`config.mk`:
```
export PLATFORM = sky130hd
export DESIGN_NAME = pal_alarm_logic
export DESIGN_NICKNAME = d
export VERILOG_FILES = /design/src/design/pal_pkg.sv /design/src/design/pal_alarm_logic.sv
export SDC_FILE = /design/constraint.sdc
export NUM_CORES = 1
export LEC_CHECK = 0
export ABC_AREA = 1
export BUFFER_PORTS_ARGS = -buffer_cell sky130_fd_sc_hd__buf_4
export CAP_MARGIN = 30
export CORE_MARGIN = 2
export CORE_UTILIZATION = 30
export CTS_CLUSTER_SIZE = 12
export DETAILED_ROUTE_END_ITERATION = 8
export SYNTH_ARGS = -nofsm -noshare
export SYNTH_HDL_FRONTEND = slang
export SYNTH_SLANG_ARGS = --single-unit
```
`constraint.sdc`:
```
create_clock -name clock -period 6.9 [get_ports clock]
set_clock_uncertainty 0.15 [all_clocks]
set_input_delay 1.725 -clock clock [delete_from_list [all_inputs] [get_ports clock]]
set_output_delay 1.725 -clock clock [all_outputs]
set_load 0.01 [all_outputs]
```
`src/design/pal_pkg.sv`:
```
// constants, types and register map of the pressure alarm logic
// assumes a 100 MHz system clock and a 1 ms internal time base
package pal_pkg;

  // ----------------------------------------------------------------
  // time base
  // ----------------------------------------------------------------
  localparam int CLK_MHZ   = 100;
  localparam int TICK_US   = 1000;
  localparam int TICK_CYC  = TICK_US * CLK_MHZ;
  // times below are counted in 1 ms ticks
  localparam int KEY_MS    = 2000;
  localparam int PWRUP_MS  = 3000;
  localparam int SLOW_MS   = 500;
  localparam int FAST_MS   = 100;
  localparam int LONG_MS   = 1000;
  localparam int SHORT_MS  = 150;

  // ----------------------------------------------------------------
  // modes and states
  // ----------------------------------------------------------------
  typedef enum logic [2:0] {
    MODE_OFF  = 3'h0,
    MODE_SENS = 3'h1,
    MODE_LOW  = 3'h2,
    MODE_HIGH = 3'h3,
    MODE_IN   = 3'h4,
    MODE_OUT  = 3'h5
  } pal_mode_t;

  typedef enum logic [1:0] {
    LED_BOOT = 2'h0,
    LED_RUN  = 2'h1,
    LED_SEQ  = 2'h2
  } pal_led_t;

  // ----------------------------------------------------------------
  // register indices and fields
  // ----------------------------------------------------------------
  localparam logic [3:0] REG_CTRL  = 4'h0;
  localparam logic [3:0] REG_UNIT  = 4'h1;
  localparam logic [3:0] REG_SPHI  = 4'h2;
  localparam logic [3:0] REG_SPLO  = 4'h3;
  localparam logic [3:0] REG_HYST  = 4'h4;
  localparam logic [3:0] REG_TON   = 4'h5;
  localparam logic [3:0] REG_TOFF  = 4'h6;
  localparam logic [3:0] REG_OFS   = 4'h7;
  localparam logic [3:0] REG_FILT  = 4'h8;
  localparam logic [3:0] REG_FP    = 4'h9;
  localparam logic [3:0] REG_FA    = 4'ha;
  localparam logic [3:0] REG_TXLO  = 4'hb;
  localparam logic [3:0] REG_TXHI  = 4'hc;
  localparam logic [3:0] REG_STAT  = 4'hd;
  localparam logic [3:0] REG_PRESS = 4'he;
  localparam logic [3:0] REG_ZERO  = 4'hf;

  localparam int C_PWRBLK  = 3;
  localparam int C_ERRST   = 4;
  localparam int C_AZCLR   = 5;
  localparam int C_FRC_P   = 6;
  localparam int C_FRC_A   = 7;
  localparam int C_FRC_AL  = 8;
  localparam int C_FRC_ALV = 9;
  localparam int C_AZ_REQ  = 10;

  localparam logic [15:0] CTRL_RST = 16'h0005;
  localparam logic [15:0] OP_MAX   = 16'h7d00;
  localparam logic [15:0] OP_MIN   = 16'h8300;
  localparam logic [15:0] AZ_RANGE = 16'h0320;
  localparam logic [2:0]  UNIT_RST = 3'h0;

endpackage

```
`src/design/pal_alarm_logic.sv`:
```
// pressure supervision: filter, offset, auto-zero, alarm modes, delays, led
// assumes samples and key synchronous to clock; register port is one-cycle
`timescale 1ns/100ps

// Function
// - auto-zero starts after key held continuously over two seconds, or on the register request strobe
// - auto-zero zeroes reading when inside permitted range, else correction kept
// - option selects whether auto-zero clears user offset; default keeps it
// - after power-up led stays lit about three seconds
// - led lit normal, slow blink alarm, fast blink out of limits, dark error
// - after auto-zero: one long blink success, three short blinks refusal
// - unit change restores transmission limits and setpoints to operating limits
// - first-order low-pass filter smooths measured pressure, configurable constant
// - pressure, analog output and alarm each have forcing value and enable
// - disabled alarm mode never asserts alarm
// - sensor-fault mode alarm follows sensor error through the on and off delays
// - low mode: set below low setpoint, release above low plus hysteresis
// - high mode: set above high, release below low minus hysteresis
// - inside mode: set between setpoints, release outside by hysteresis
// - outside mode: set outside setpoints, release inside by hysteresis
// - power-up blocking suppresses alarm until a non-alarm condition seen
// - error-state setting drives alarm active or inactive on sensor failure
// - blocking, error state and hysteresis ignored in sensor-fault mode
// - alarm changes only after on or off delay elapses; both default zero
// - reset gives outside-band mode and setpoints at operating limits
module pal_alarm_logic #(
  parameter int TICK_CYC = pal_pkg::TICK_CYC
) (
  input  wire logic        clock,
  input  wire logic        rst,
  input  wire logic        sample_valid,
  input  wire logic [15:0] sample_data,
  input  wire logic        sensor_err,
  input  wire logic        key_n,
  input  wire logic [3:0]  reg_addr,
  input  wire logic [15:0] reg_wdata,
  input  wire logic        reg_wr,
  input  wire logic        reg_rd,
  output logic      [15:0] reg_rdata,
  output logic             alarm_out,
  output logic             led_out,
  output logic      [15:0] press_out,
  output logic      [15:0] aout_value
);

  // ----------------------------------------------------------------
  // time base
  // ----------------------------------------------------------------
  logic [16:0] tick_cnt_q;
  logic        tick_q;
  wire         tick_end = (tick_cnt_q == 17'(TICK_CYC - 1));

  always_ff @(posedge clock) begin
    if (rst) begin
      tick_cnt_q <= 17'h0;
      tick_q     <= 1'b0;
    end else begin
      tick_cnt_q <= tick_end ? 17'h0 : tick_cnt_q + 17'h1;
      tick_q     <= tick_end;
    end
  end

  // ----------------------------------------------------------------
  // configuration registers
  // ----------------------------------------------------------------
  logic        [15:0] ctrl_q, ton_q, toff_q, fp_q, fa_q;
  logic signed [15:0] sp_hi_q, sp_lo_q, hyst_q, ofs_q, tx_lo_q, tx_hi_q;
  logic        [2:0]  unit_q;
  logic        [3:0]  filt_k_q;
  logic               az_go, az_ok;

  wire pal_pkg::pal_mode_t mode = pal_pkg::pal_mode_t'(ctrl_q[2:0]);
  wire wr_ctrl  = reg_wr && (reg_addr == pal_pkg::REG_CTRL);
  wire wr_unit  = reg_wr && (reg_addr == pal_pkg::REG_UNIT);
  wire unit_chg = wr_unit && (reg_wdata[2:0] != unit_q);
  wire az_sw    = wr_ctrl && reg_wdata[pal_pkg::C_AZ_REQ];

  always_ff @(posedge clock) begin
    if (rst) begin
      ctrl_q   <= pal_pkg::CTRL_RST;
      unit_q   <= pal_pkg::UNIT_RST;
      sp_hi_q  <= pal_pkg::OP_MAX;
      sp_lo_q  <= pal_pkg::OP_MIN;
      tx_hi_q  <= pal_pkg::OP_MAX;
      tx_lo_q  <= pal_pkg::OP_MIN;
      hyst_q   <= 16'h0;
      ton_q    <= 16'h0;
      toff_q   <= 16'h0;
      ofs_q    <= 16'h0;
      filt_k_q <= 4'h0;
      fp_q     <= 16'h0;
      fa_q     <= 16'h0;
    end else begin
      // the request bit is a strobe, it is never stored
      if (wr_ctrl) ctrl_q <= reg_wdata & ~(16'h1 << pal_pkg::C_AZ_REQ);
      if (wr_unit) unit_q <= reg_wdata[2:0];
      if (reg_wr && reg_addr == pal_pkg::REG_HYST) hyst_q <= reg_wdata;
      if (reg_wr && reg_addr == pal_pkg::REG_TON) ton_q <= reg_wdata;
      if (reg_wr && reg_addr == pal_pkg::REG_TOFF) toff_q <= reg_wdata;
      if (reg_wr && reg_addr == pal_pkg::REG_FILT) filt_k_q <= reg_wdata[3:0];
      if (reg_wr && reg_addr == pal_pkg::REG_FP) fp_q <= reg_wdata;
      if (reg_wr && reg_addr == pal_pkg::REG_FA) fa_q <= reg_wdata;
      if (reg_wr && reg_addr == pal_pkg::REG_OFS) ofs_q <= reg_wdata;
      // offset cleared only when the option asks
      if (az_go && az_ok && ctrl_q[pal_pkg::C_AZCLR]) ofs_q <= 16'h0;
      // unit change wins over a limit write in the same cycle
      if (unit_chg) begin
        sp_hi_q <= pal_pkg::OP_MAX;
        sp_lo_q <= pal_pkg::OP_MIN;
        tx_hi_q <= pal_pkg::OP_MAX;
        tx_lo_q <= pal_pkg::OP_MIN;
      end else begin
        if (reg_wr && reg_addr == pal_pkg::REG_SPHI) sp_hi_q <= reg_wdata;
        if (reg_wr && reg_addr == pal_pkg::REG_SPLO) sp_lo_q <= reg_wdata;
        if (reg_wr && reg_addr == pal_pkg::REG_TXHI) tx_hi_q <= reg_wdata;
        if (reg_wr && reg_addr == pal_pkg::REG_TXLO) tx_lo_q <= reg_wdata;
      end
    end
  end

  // ----------------------------------------------------------------
  // auto-zero key
  // ----------------------------------------------------------------
  logic [11:0] key_ms_q;
  wire         key_long = key_ms_q == 12'(pal_pkg::KEY_MS);

  // fires once per press, on the first tick past two seconds
  assign az_go = (tick_q && !key_n && key_long) || az_sw;

  always_ff @(posedge clock) begin
    if (rst || key_n) key_ms_q <= 12'h0;
    else if (tick_q && key_ms_q <= 12'(pal_pkg::KEY_MS)) key_ms_q <= key_ms_q + 12'h1;
  end

  // ----------------------------------------------------------------
  // measurement path
  // ----------------------------------------------------------------
  logic signed [15:0] raw_q, zero_q, filt_q, press_q;
  wire signed  [16:0] corr  = 17'(raw_q) - 17'(zero_q);
  wire signed  [16:0] fdiff = corr - 17'(filt_q);
  wire signed  [16:0] fstep = fdiff >>> filt_k_q;
  wire signed  [16:0] pcalc = 17'(filt_q) + 17'(ofs_q);
  // zeroing window on the uncorrected reading
  assign az_ok = (raw_q <= $signed(pal_pkg::AZ_RANGE)) && (raw_q >= -$signed(pal_pkg::AZ_RANGE));

  always_ff @(posedge clock) begin
    if (rst) begin
      raw_q   <= 16'h0;
      zero_q  <= 16'h0;
      filt_q  <= 16'h0;
      press_q <= 16'h0;
    end else begin
      if (sample_valid) raw_q <= sample_data;
      if (az_go && az_ok) begin
        // take the present reading as the new zero
        zero_q <= raw_q;
        filt_q <= 16'h0;
      end else if (sample_valid) begin
        // first-order low-pass, weight 2^-k per sample
        filt_q <= 16'(17'(filt_q) + fstep);
      end
      // offset added, then forcing replaces the measured value
      press_q <= ctrl_q[pal_pkg::C_FRC_P] ? fp_q : pcalc[15:0];
    end
  end

  // ----------------------------------------------------------------
  // alarm condition with hysteresis
  // ----------------------------------------------------------------
  wire signed [16:0] p     = 17'(press_q);
  wire signed [16:0] hi    = 17'(sp_hi_q);
  wire signed [16:0] lo    = 17'(sp_lo_q);
  wire signed [16:0] lo_ph = lo + 17'(hyst_q);
  wire signed [16:0] lo_mh = lo - 17'(hyst_q);
  wire signed [16:0] hi_ph = hi + 17'(hyst_q);
  wire signed [16:0] hi_mh = hi - 17'(hyst_q);
  logic cond_q, cond_d, blk_q, alarm_q;
  logic raw_vld_q, filt_vld_q, press_vld_q, cond_vld_q;
  logic [15:0] dly_q;

  always_comb begin
    cond_d = 1'b0;
    case (mode)
      pal_pkg::MODE_OFF:  cond_d = 1'b0;
      // sensor mode follows the error with no hysteresis
      pal_pkg::MODE_SENS: cond_d = sensor_err;
      pal_pkg::MODE_LOW:  cond_d = cond_q ? !(p > lo_ph) : (p < lo);
      // release against the lower setpoint, kept as specified
      pal_pkg::MODE_HIGH: cond_d = cond_q ? !(p < lo_mh) : (p > hi);
      pal_pkg::MODE_IN:   cond_d = cond_q ? !(p > hi_ph || p < lo_mh) : (p > lo && p < hi);
      pal_pkg::MODE_OUT:  cond_d = cond_q ? !(p < hi_mh && p > lo_ph) : (p > hi || p < lo);
      default:            cond_d = 1'b0;
    endcase
    // error state overrides evaluation in the threshold modes
    if (sensor_err && mode != pal_pkg::MODE_OFF && mode != pal_pkg::MODE_SENS)
      cond_d = ctrl_q[pal_pkg::C_ERRST];
  end

  // blocking not applied in sensor mode
  wire blk_on = ctrl_q[pal_pkg::C_PWRBLK] && blk_q && mode != pal_pkg::MODE_SENS;
  // the off mode never yields a target
  wire tgt    = cond_q && !blk_on && mode != pal_pkg::MODE_OFF;
  wire [15:0] dly_lim = tgt ? ton_q : toff_q;

  always_ff @(posedge clock) begin
    if (rst) begin
      cond_q      <= 1'b0;
      blk_q       <= 1'b1;
      alarm_q     <= 1'b0;
      dly_q       <= 16'h0;
      raw_vld_q   <= 1'b0;
      filt_vld_q  <= 1'b0;
      press_vld_q <= 1'b0;
      cond_vld_q  <= 1'b0;
    end else begin
      cond_q <= cond_d;
      // the reset value of cond_q is no observation: wait until a real sample reaches it
      raw_vld_q   <= raw_vld_q || sample_valid;
      filt_vld_q  <= filt_vld_q || (sample_valid && raw_vld_q);
      press_vld_q <= filt_vld_q;
      cond_vld_q  <= press_vld_q;
      // released forever by the first evaluated non-alarm condition
      if (cond_vld_q && !cond_q) blk_q <= 1'b0;
      // qualify by delay, restart when the target reverts
      if (tgt == alarm_q) begin
        dly_q <= 16'h0;
      end else if (dly_q >= dly_lim) begin
        alarm_q <= tgt;
        dly_q   <= 16'h0;
      end else if (tick_q) begin
        dly_q <= dly_q + 16'h1;
      end
    end
  end

  // ----------------------------------------------------------------
  // diagnostic led
  // ----------------------------------------------------------------
  pal_pkg::pal_led_t led_st_q;
  logic [11:0] led_tmr_q, seq_len_q, slow_tmr_q, fast_tmr_q;
  logic [2:0]  seq_n_q;
  logic        slow_q, fast_q, az_ok_q, az_fail_q;
  wire         out_lim  = p > 17'(tx_hi_q) || p < 17'(tx_lo_q);
  wire         slow_end = slow_tmr_q == 12'(pal_pkg::SLOW_MS - 1);
  wire         fast_end = fast_tmr_q == 12'(pal_pkg::FAST_MS - 1);
  wire         seq_end  = led_tmr_q == seq_len_q - 12'h1;
  // error dark before alarm blink before limit blink
  wire         run_led  = sensor_err ? 1'b0 : alarm_q ? slow_q : out_lim ? fast_q : 1'b1;
  // sequence starts with an off gap, lit on odd phases
  wire         led_d    = led_st_q == pal_pkg::LED_BOOT ? 1'b1 :
                          led_st_q == pal_pkg::LED_SEQ ? seq_n_q[0] : run_led;

  always_ff @(posedge clock) begin
    if (rst) begin
      slow_tmr_q <= 12'h0;
      fast_tmr_q <= 12'h0;
      slow_q     <= 1'b1;
      fast_q     <= 1'b1;
    end else if (tick_q) begin
      slow_tmr_q <= slow_end ? 12'h0 : slow_tmr_q + 12'h1;
      fast_tmr_q <= fast_end ? 12'h0 : fast_tmr_q + 12'h1;
      if (slow_end) slow_q <= !slow_q;
      if (fast_end) fast_q <= !fast_q;
    end
  end

  always_ff @(posedge clock) begin
    if (rst) begin
      led_st_q  <= pal_pkg::LED_BOOT;
      led_tmr_q <= 12'h0;
      seq_n_q   <= 3'h0;
      seq_len_q <= 12'(pal_pkg::LONG_MS);
      az_ok_q   <= 1'b0;
      az_fail_q <= 1'b0;
    end else begin
      if (az_go) begin
        az_ok_q   <= az_ok;
        az_fail_q <= !az_ok;
      end
      case (led_st_q)
        pal_pkg::LED_BOOT: begin
          if (tick_q) led_tmr_q <= led_tmr_q + 12'h1;
          if (tick_q && led_tmr_q == 12'(pal_pkg::PWRUP_MS - 1)) begin
            led_st_q  <= pal_pkg::LED_RUN;
            led_tmr_q <= 12'h0;
          end
        end
        pal_pkg::LED_RUN, pal_pkg::LED_SEQ: begin
          if (az_go) begin
            // a new attempt restarts the report
            led_st_q  <= pal_pkg::LED_SEQ;
            led_tmr_q <= 12'h0;
            seq_n_q   <= az_ok ? 3'h2 : 3'h6;
            seq_len_q <= az_ok ? 12'(pal_pkg::LONG_MS) : 12'(pal_pkg::SHORT_MS);
          end else if (led_st_q == pal_pkg::LED_SEQ && tick_q) begin
            led_tmr_q <= seq_end ? 12'h0 : led_tmr_q + 12'h1;
            if (seq_end) seq_n_q <= seq_n_q - 3'h1;
            if (seq_end && seq_n_q == 3'h1) led_st_q <= pal_pkg::LED_RUN;
          end
        end
        default: led_st_q <= pal_pkg::LED_RUN;
      endcase
    end
  end

  // ----------------------------------------------------------------
  // outputs and register read
  // ----------------------------------------------------------------
  logic [15:0] rd_tab [16];
  assign rd_tab[pal_pkg::REG_CTRL]  = ctrl_q;
  assign rd_tab[pal_pkg::REG_UNIT]  = {13'h0, unit_q};
  assign rd_tab[pal_pkg::REG_SPHI]  = sp_hi_q;
  assign rd_tab[pal_pkg::REG_SPLO]  = sp_lo_q;
  assign rd_tab[pal_pkg::REG_HYST]  = hyst_q;
  assign rd_tab[pal_pkg::REG_TON]   = ton_q;
  assign rd_tab[pal_pkg::REG_TOFF]  = toff_q;
  assign rd_tab[pal_pkg::REG_OFS]   = ofs_q;
  assign rd_tab[pal_pkg::REG_FILT]  = {12'h0, filt_k_q};
  assign rd_tab[pal_pkg::REG_FP]    = fp_q;
  assign rd_tab[pal_pkg::REG_FA]    = fa_q;
  assign rd_tab[pal_pkg::REG_TXLO]  = tx_lo_q;
  assign rd_tab[pal_pkg::REG_TXHI]  = tx_hi_q;
  assign rd_tab[pal_pkg::REG_STAT]  = {9'h0, az_fail_q, az_ok_q, blk_on, cond_q, alarm_q, out_lim, sensor_err};
  assign rd_tab[pal_pkg::REG_PRESS] = press_q;
  assign rd_tab[pal_pkg::REG_ZERO]  = zero_q;

  always_ff @(posedge clock) begin
    if (rst) begin
      reg_rdata  <= 16'h0;
      alarm_out  <= 1'b0;
      led_out    <= 1'b1;
      press_out  <= 16'h0;
      aout_value <= 16'h0;
    end else begin
      // read data valid only the cycle after the strobe
      reg_rdata  <= reg_rd ? rd_tab[reg_addr] : 16'h0;
      alarm_out  <= ctrl_q[pal_pkg::C_FRC_AL] ? ctrl_q[pal_pkg::C_FRC_ALV] : alarm_q;
      aout_value <= ctrl_q[pal_pkg::C_FRC_A] ? fa_q : press_q;
      press_out  <= press_q;
      led_out    <= led_d;
    end
  end
endmodule

```
==> flow_summary.toml, run 1 <==
[place]
io_buffers = 92
post_dp_cell_area_mm2 = 0.02733
dp.final_hpwl_mm = 65.25
place.gp.congestion = 0.9477
dp_cells = 4660

[drt]
ant_nets = 0
wire_per_inst_um = 18.20
drt-vias-per-instance = 5.133
num_vias = 24350
wl_mm = 86.35
drtPass1Iterations = 6
drcViolationCount = 0
drtIter0Drc = 2312

[global_routing]
grt_pass1_vias = 22430
grt_pass1_wl_mm = 131.8
overflow = 0
grt_start_max_net_pins = 57
grt_usage_pct = 19.42
antenna_found_initial = 5

[clock_tree]
clk_latency_ns = 0.61
cts_buffer_depth = 3
cts_setup_buffers = 0
cts.sinks = 396
cts_tree = "built"
cts_buffers = 46
h-tree-depth = 2
clk_pin_slew_ns = 0.07
root_buffer = "clkbuf_16"
cts_hold_buf = 0
cts_resized = 0

[floorplanning]
start_util_pct = 30.39
die_area_mm2 = 0.08727
io_pins = 93
die_h_um = 295.4
core_mm2 = 0.08382
die-width_um = 295.4
rows = 106

[yosys]
ys.flop_type = "dfxtp_1"
synthCells = 3547
netlist_area_mm2 = 0.02548
yosysUniqueCellTypes = 66
yosysTopAreaCellShare_pct = 31.12
syn-num-nets = 3884
synth.top_cells.by_area = "dfxtp_1, ha_1, a21oi_1"
ys_warn_count = 0
yosysTopAreaCell = "dfxtp_1"
yosys-top-cells-count = "nand2_1, inv_1, a21oi_1"
ys_seq_area_share_pct = 31.12
synth_seq_cells = 396
synth_edf_count = 0
async_flop_share_pct = 0
synth.avg_cell_area_um2 = 7.183
synth.most_common_cell = "nand2_1"

[worst_setup_path]
critPathBufInv = 4
crit_path_frequent_cell = "nand2_1"
endpoint_kind = "register"
critical_path.top_delay_family = "compound AO/OA/AOI/OAI gates"
critPathMaxFanout = 3
reg2reg_depth = 34
worstPathArrival_ns = 6.17
critPathKind = "register to register"
worstSetupStartpointType = "register"
crit_path_max_incr_delay_ns = 0.51
required_ns = 7.21
crit_slowest_cell = "fa_1"
crit_cells = 34

[flow_run]
max-cap-violations = 0

[hold_path]
hold_path_depth = 1
hold_path.class = "register to register"

[power_and_ir_drop]
powerDensity_mw_per_mm2 = 293.7
ir_worst_vdd_mv = 0.2019
p_leak_nw = 12.52

[timing]
finalHoldViolCount = 0
fin_crit_ns = 5.857
worst_pin_slew_ns = 0.9892
drv_slew = 0
setup_viol_count_final = 0
setup-tns-final_ns = 0
max_slew_margin_pct = 33.87
rsz0062_at_grt = "false"
fmax_mhz = 170.7
fin_crit_sh_pct = 84.88

[outcome]
outcome = "completed"

[final_layout]
regArea_mm2 = 0.007928
area.growth.synth_to_final_pct = 13.53
final_cells = 4744
fin_area_mm2 = 0.02893
utilization_pct = 34.51
drive_gt1_share_pct = 6.927
n_fill_cell = 9072
nets = 3912
multi_input_area_mm2 = 0.01519
power by group:
| group | leakage (nW) | switching (mW) | internal [mW] |
|---|---|---|---|
| Combinational | 8.54 | 2.12 | 1.22 |
| Clock | 0.767 | 1.05 | 1.51 |
| Sequential | 3.21 | 0.181 | 2.40 |
| Total | 12.5 | 3.36 | 5.14 |
area by class of cell:
cell class	instances	area share (%)
multi-input combinational	2525	52.53
sequential	396	27.41
inverter	486	6.315
tap	1134	4.905
clock buffer	62	4.499
timing repair buffer	120	3.435
clock inverter	20	0.8997
antenna	1	0.008651
through the flow:
stage                     setup WS [ns]  hold slack, ns  power [mW]
after floorplan                   1.928          0.2383       5.001
after global routing             0.5225          0.3200       9.105
after global placement            1.170          0.2721       5.876
after detailed placement          1.166          0.2714       5.893
final                             1.043          0.2996       8.495
after CTS                         1.110          0.2948       8.473
cells by family (layout without fill, tap and decap cells):
logic type | Yosys count | after routing | synth area share, %
and+or+nand+nor | 1091 | 1091 | 18.38
AOI/OAI and AO/OA | 1028 | 1028 | 22.22
buffers and inverters | 626 | 688 | 9.341
adders and majority gates | 294 | 294 | 15.09
xor gates and xnor gates | 111 | 111 | 3.816
DFF | 396 | 396 | 31.12
muxes | 1 | 1 | 0.03929
other | 0 | 1 | 0
worst paths after layout:
| kind | startpoint | end | slack, ns |
|---|---|---|---|
| max | filt_q[0] | filt_q[12] | 1.04 |
| max reg2reg | filt_q[0] | filt_q[12] | 1.04 |
| min reg2reg | tick_cnt_q[0] | tick_cnt_q[0] | 0.30 |
| min | tick_cnt_q[0] | tick_cnt_q[0] | 0.30 |
layer usage:
layer  part of all wire, %  vias to the layer above  global-route usage, %  routed length, um
met5                 0.060                        -                      0                 52
li1                      -                    12030                      -                  -
met4                   3.8                        8                  6.909               3246
met2                    42                      928                  29.76              36320
met3                   8.2                      167                  3.571               7061
met1                    46                    11220                  27.12              39670
state kept, by name, summed over array words and instances (netlist names), 15 cells and up:
signal,count
dly_q,16
ctrl_q,15
tick_cnt_q,17
filt_q,16
ofs_q,16
press_q,16
aout_value,16
fa_q,16
reg_rdata,16
raw_q,16
sp_lo_q,16
zero_q,16
press_out,16
fp_q,16
tx_lo_q,16
tx_hi_q,16
ton_q,16
hyst_q,16
sp_hi_q,16
toff_q,16
layout by cell type, fill, tap and decap left out, types with 48 or more instances in the layout:
cell / Yosys / final
nand2_1: 555 / 553
inv_1: 467 / 466
a21oi_1: 437 / 437
dfxtp_1: 396 / 396
o21ai_0: 360 / 360
ha_1: 272 / 272
nor2_1: 235 / 231
nand3_1: 146 / 146
buf_4: 1 / 115
xor2_1: 87 / 87
nor3_1: 49 / 48
No activity file was read; power rests on OpenSTA's default activity.
==> run 2, diff against run 1 <==
==> constraint.sdc (replaced) <==
create_clock -name clock -period 4.9 [get_ports clock]
set_clock_uncertainty 0.15 [all_clocks]
set_input_delay 1.225 -clock clock [delete_from_list [all_inputs] [get_ports clock]]
set_output_delay 1.225 -clock clock [all_outputs]
set_load 0.01 [all_outputs]
==> run 2 against run 1 <==
Effect of this change: the run now ends with negative setup slack left; sequential power grew 39%; register-to-register slack lost 1.0 ns; sequential share of layout area shrank 1.2 points; utilization grew 1.6 points; wire length grew 0.63%; setup slack lost 1.0 ns; first-iteration DRC count grew 5.7%; clock-buffer cell count grew 5; fmax grew 19%; die area is the same.
==> flow_summary.toml, run 2 (synthesis results as in run 1) <==
[worst_setup_path]
r2r_end = "filt_q[12]"
crit_path_frequent_cell = "nand2_2"
worstPathArrival_ns = 5.22
crit_path_max_incr_delay_ns = 0.52
required_ns = 5.21
timing.rr.start = "filt_q[0]"
critPathKind = "register to register"
critical_path.top_delay_family = "adder cells"
rrSetupSlack_ns = -0.003
reg2reg_depth = 34
crit_slowest_cell = "fa_1"
endpoint_kind = "register"
critPathBufInv = 4
worstSetupStartpointType = "register"
critPathMaxFanout = 3

[final_layout]
n_fill_cell = 8882
nets = 4039
utilization_pct = 36.07
regMostFlops = "tick_cnt_q"
area.growth.synth_to_final_pct = 18.67
final_common_cell = "nand2_1"
multi_input_area_mm2 = 0.01543
final_cells = 4877
drive_gt1_share_pct = 11.65
final_cell_mix = "nand2_1, inv_1, a21oi_1, dfxtp_1, o21ai_0"
largest_register_ffs = 17
regArea_mm2 = 0.007931

[global_routing]
overflow = 0
grt_usage_pct = 19.49
antenna_found_initial = 5
grt_pass1_vias = 22790
grt_start_max_net_pins = 82
grt_pass1_wl_mm = 133.3

[hold_path]
worstHoldStart = "press_vld_q"
hold_path_depth = 2
min_to = "cond_vld_q"
hold_path.class = "register to register"

[place]
dp_cells = 4777
place.gp.congestion = 0.9372
pre_cts_ws_ns = -0.4962
dp.final_hpwl_mm = 66.08
io_buffers = 92

[clock_tree]
root_buffer = "clkbuf_16"
cts_tree = "built"
clk_latency_ns = 0.62
cts_buffer_depth = 3
cts_hold_buf = 0
cts.sinks = 396
h-tree-depth = 2
clk_pin_slew_ns = 0.06
cts_buffers = 48

[timing]
drv_slew = 0
fin_crit_ns = 4.903
finalHoldViolCount = 0
max_slew_margin_pct = 30.48
setup_slack_ns = -0.003008
rsz0062_at_grt = "true"
fmax_mhz = 204.0
fin_crit_sh_pct = 100.1
setup_viol_count_final = 2
worst_pin_slew_ns = 1.043

[outcome]
outcome = "complete, but fails checks"
violations = "negative setup slack"

[drt]
num_vias = 24670
wire_per_inst_um = 17.82
drtIter0Drc = 2444
wl_mm = 86.90
ant_nets = 0
drcViolationCount = 0
drtPass1Iterations = 6
drt-vias-per-instance = 5.058

[power_and_ir_drop]
ir_worst_vdd_mv = 0.3133
powerDensity_mw_per_mm2 = 448.7
p_leak_nw = 13.25
power.total_mw = 13.57

[floorplanning]
core_mm2 = 0.08382
die_h_um = 295.4
rows = 106
start_util_pct = 30.39
die_area_mm2 = 0.08727
die-width_um = 295.4
io_pins = 93

[flow_run]
max-cap-violations = 0
[run 2: changes by cell type in the layout (fill, tap and decap cells not counted), sizes merged]
cell / delta
clkbuf: +5
diode: +1
clkinvlp: -1
clkinv: -1
buf: +125
bufinv: +4
[run 2: tightest hold or removal path, stage by stage, from the launching register on]
cell and delay [ns]:
dfxtp_1 0.30, inv_1 0.04, nor2_1 0.03
[run 2: per-stage QoR]
stage | TNS, ns | hold WS (ns) | instance area [um^2]
floorplan | 0 | 0.2383 | 25480
global placement | -1.552 | 0.2572 | 28140
detailed placement | -2.240 | 0.2620 | 28160
CTS | -0.002550 | 0.2610 | 30030
global route | -3.342 | 0.2759 | 30230
finish | -0.004299 | 0.2590 | 30230
[run 2: report_power, final]
part	leakage, nW	internal (mW)	switching [mW]	total, mW
Sequential	3.21	3.39	0.228	3.61
Combinational	9.17	2.57	3.40	5.97
Clock	0.859	2.44	1.54	3.98
Total	13.2	8.40	5.16	13.6
[run 2: final cells by class]
cell class / count / area share [%]
Multi-Input combinational cell: 2525 / 51.04
Sequential cell: 396 / 26.23
Timing Repair Buffer: 245 / 6.179
Inverter: 486 / 6.042
Tap cell: 1134 / 4.693
Clock buffer: 67 / 4.540
Clock inverter: 22 / 1.254
Antenna cell: 2 / 0.01655
[run 2: worst max path at each step]
stage	from	endpoint	cells past startpoint
4_1_cts	zero_q[0]	filt_q[11]	33
5_1_grt	filt_q[0]	filt_q[13]	36
3_3_place_gp	zero_q[0]	filt_q[12]	34
6_report	filt_q[0]	filt_q[12]	34
2_1_floorplan	filt_q[0]	filt_q[12]	34
3_5_place_dp	zero_q[0]	filt_q[12]	30
[run 2: what timing repair did]
action / in CTS / in global routing
endpoints found under the setup margin: 9 / 14
gates resized for setup: 25 / 54
pin swaps: 7 / 37
buffers inserted: 5 / 4
[run 2: routing by layer]
layer	share of wire, %	track usage [%]
met4	3.6	6.599
met5	0.056	0
met2	43	30.48
met3	7.7	3.293
met1	46	27.04
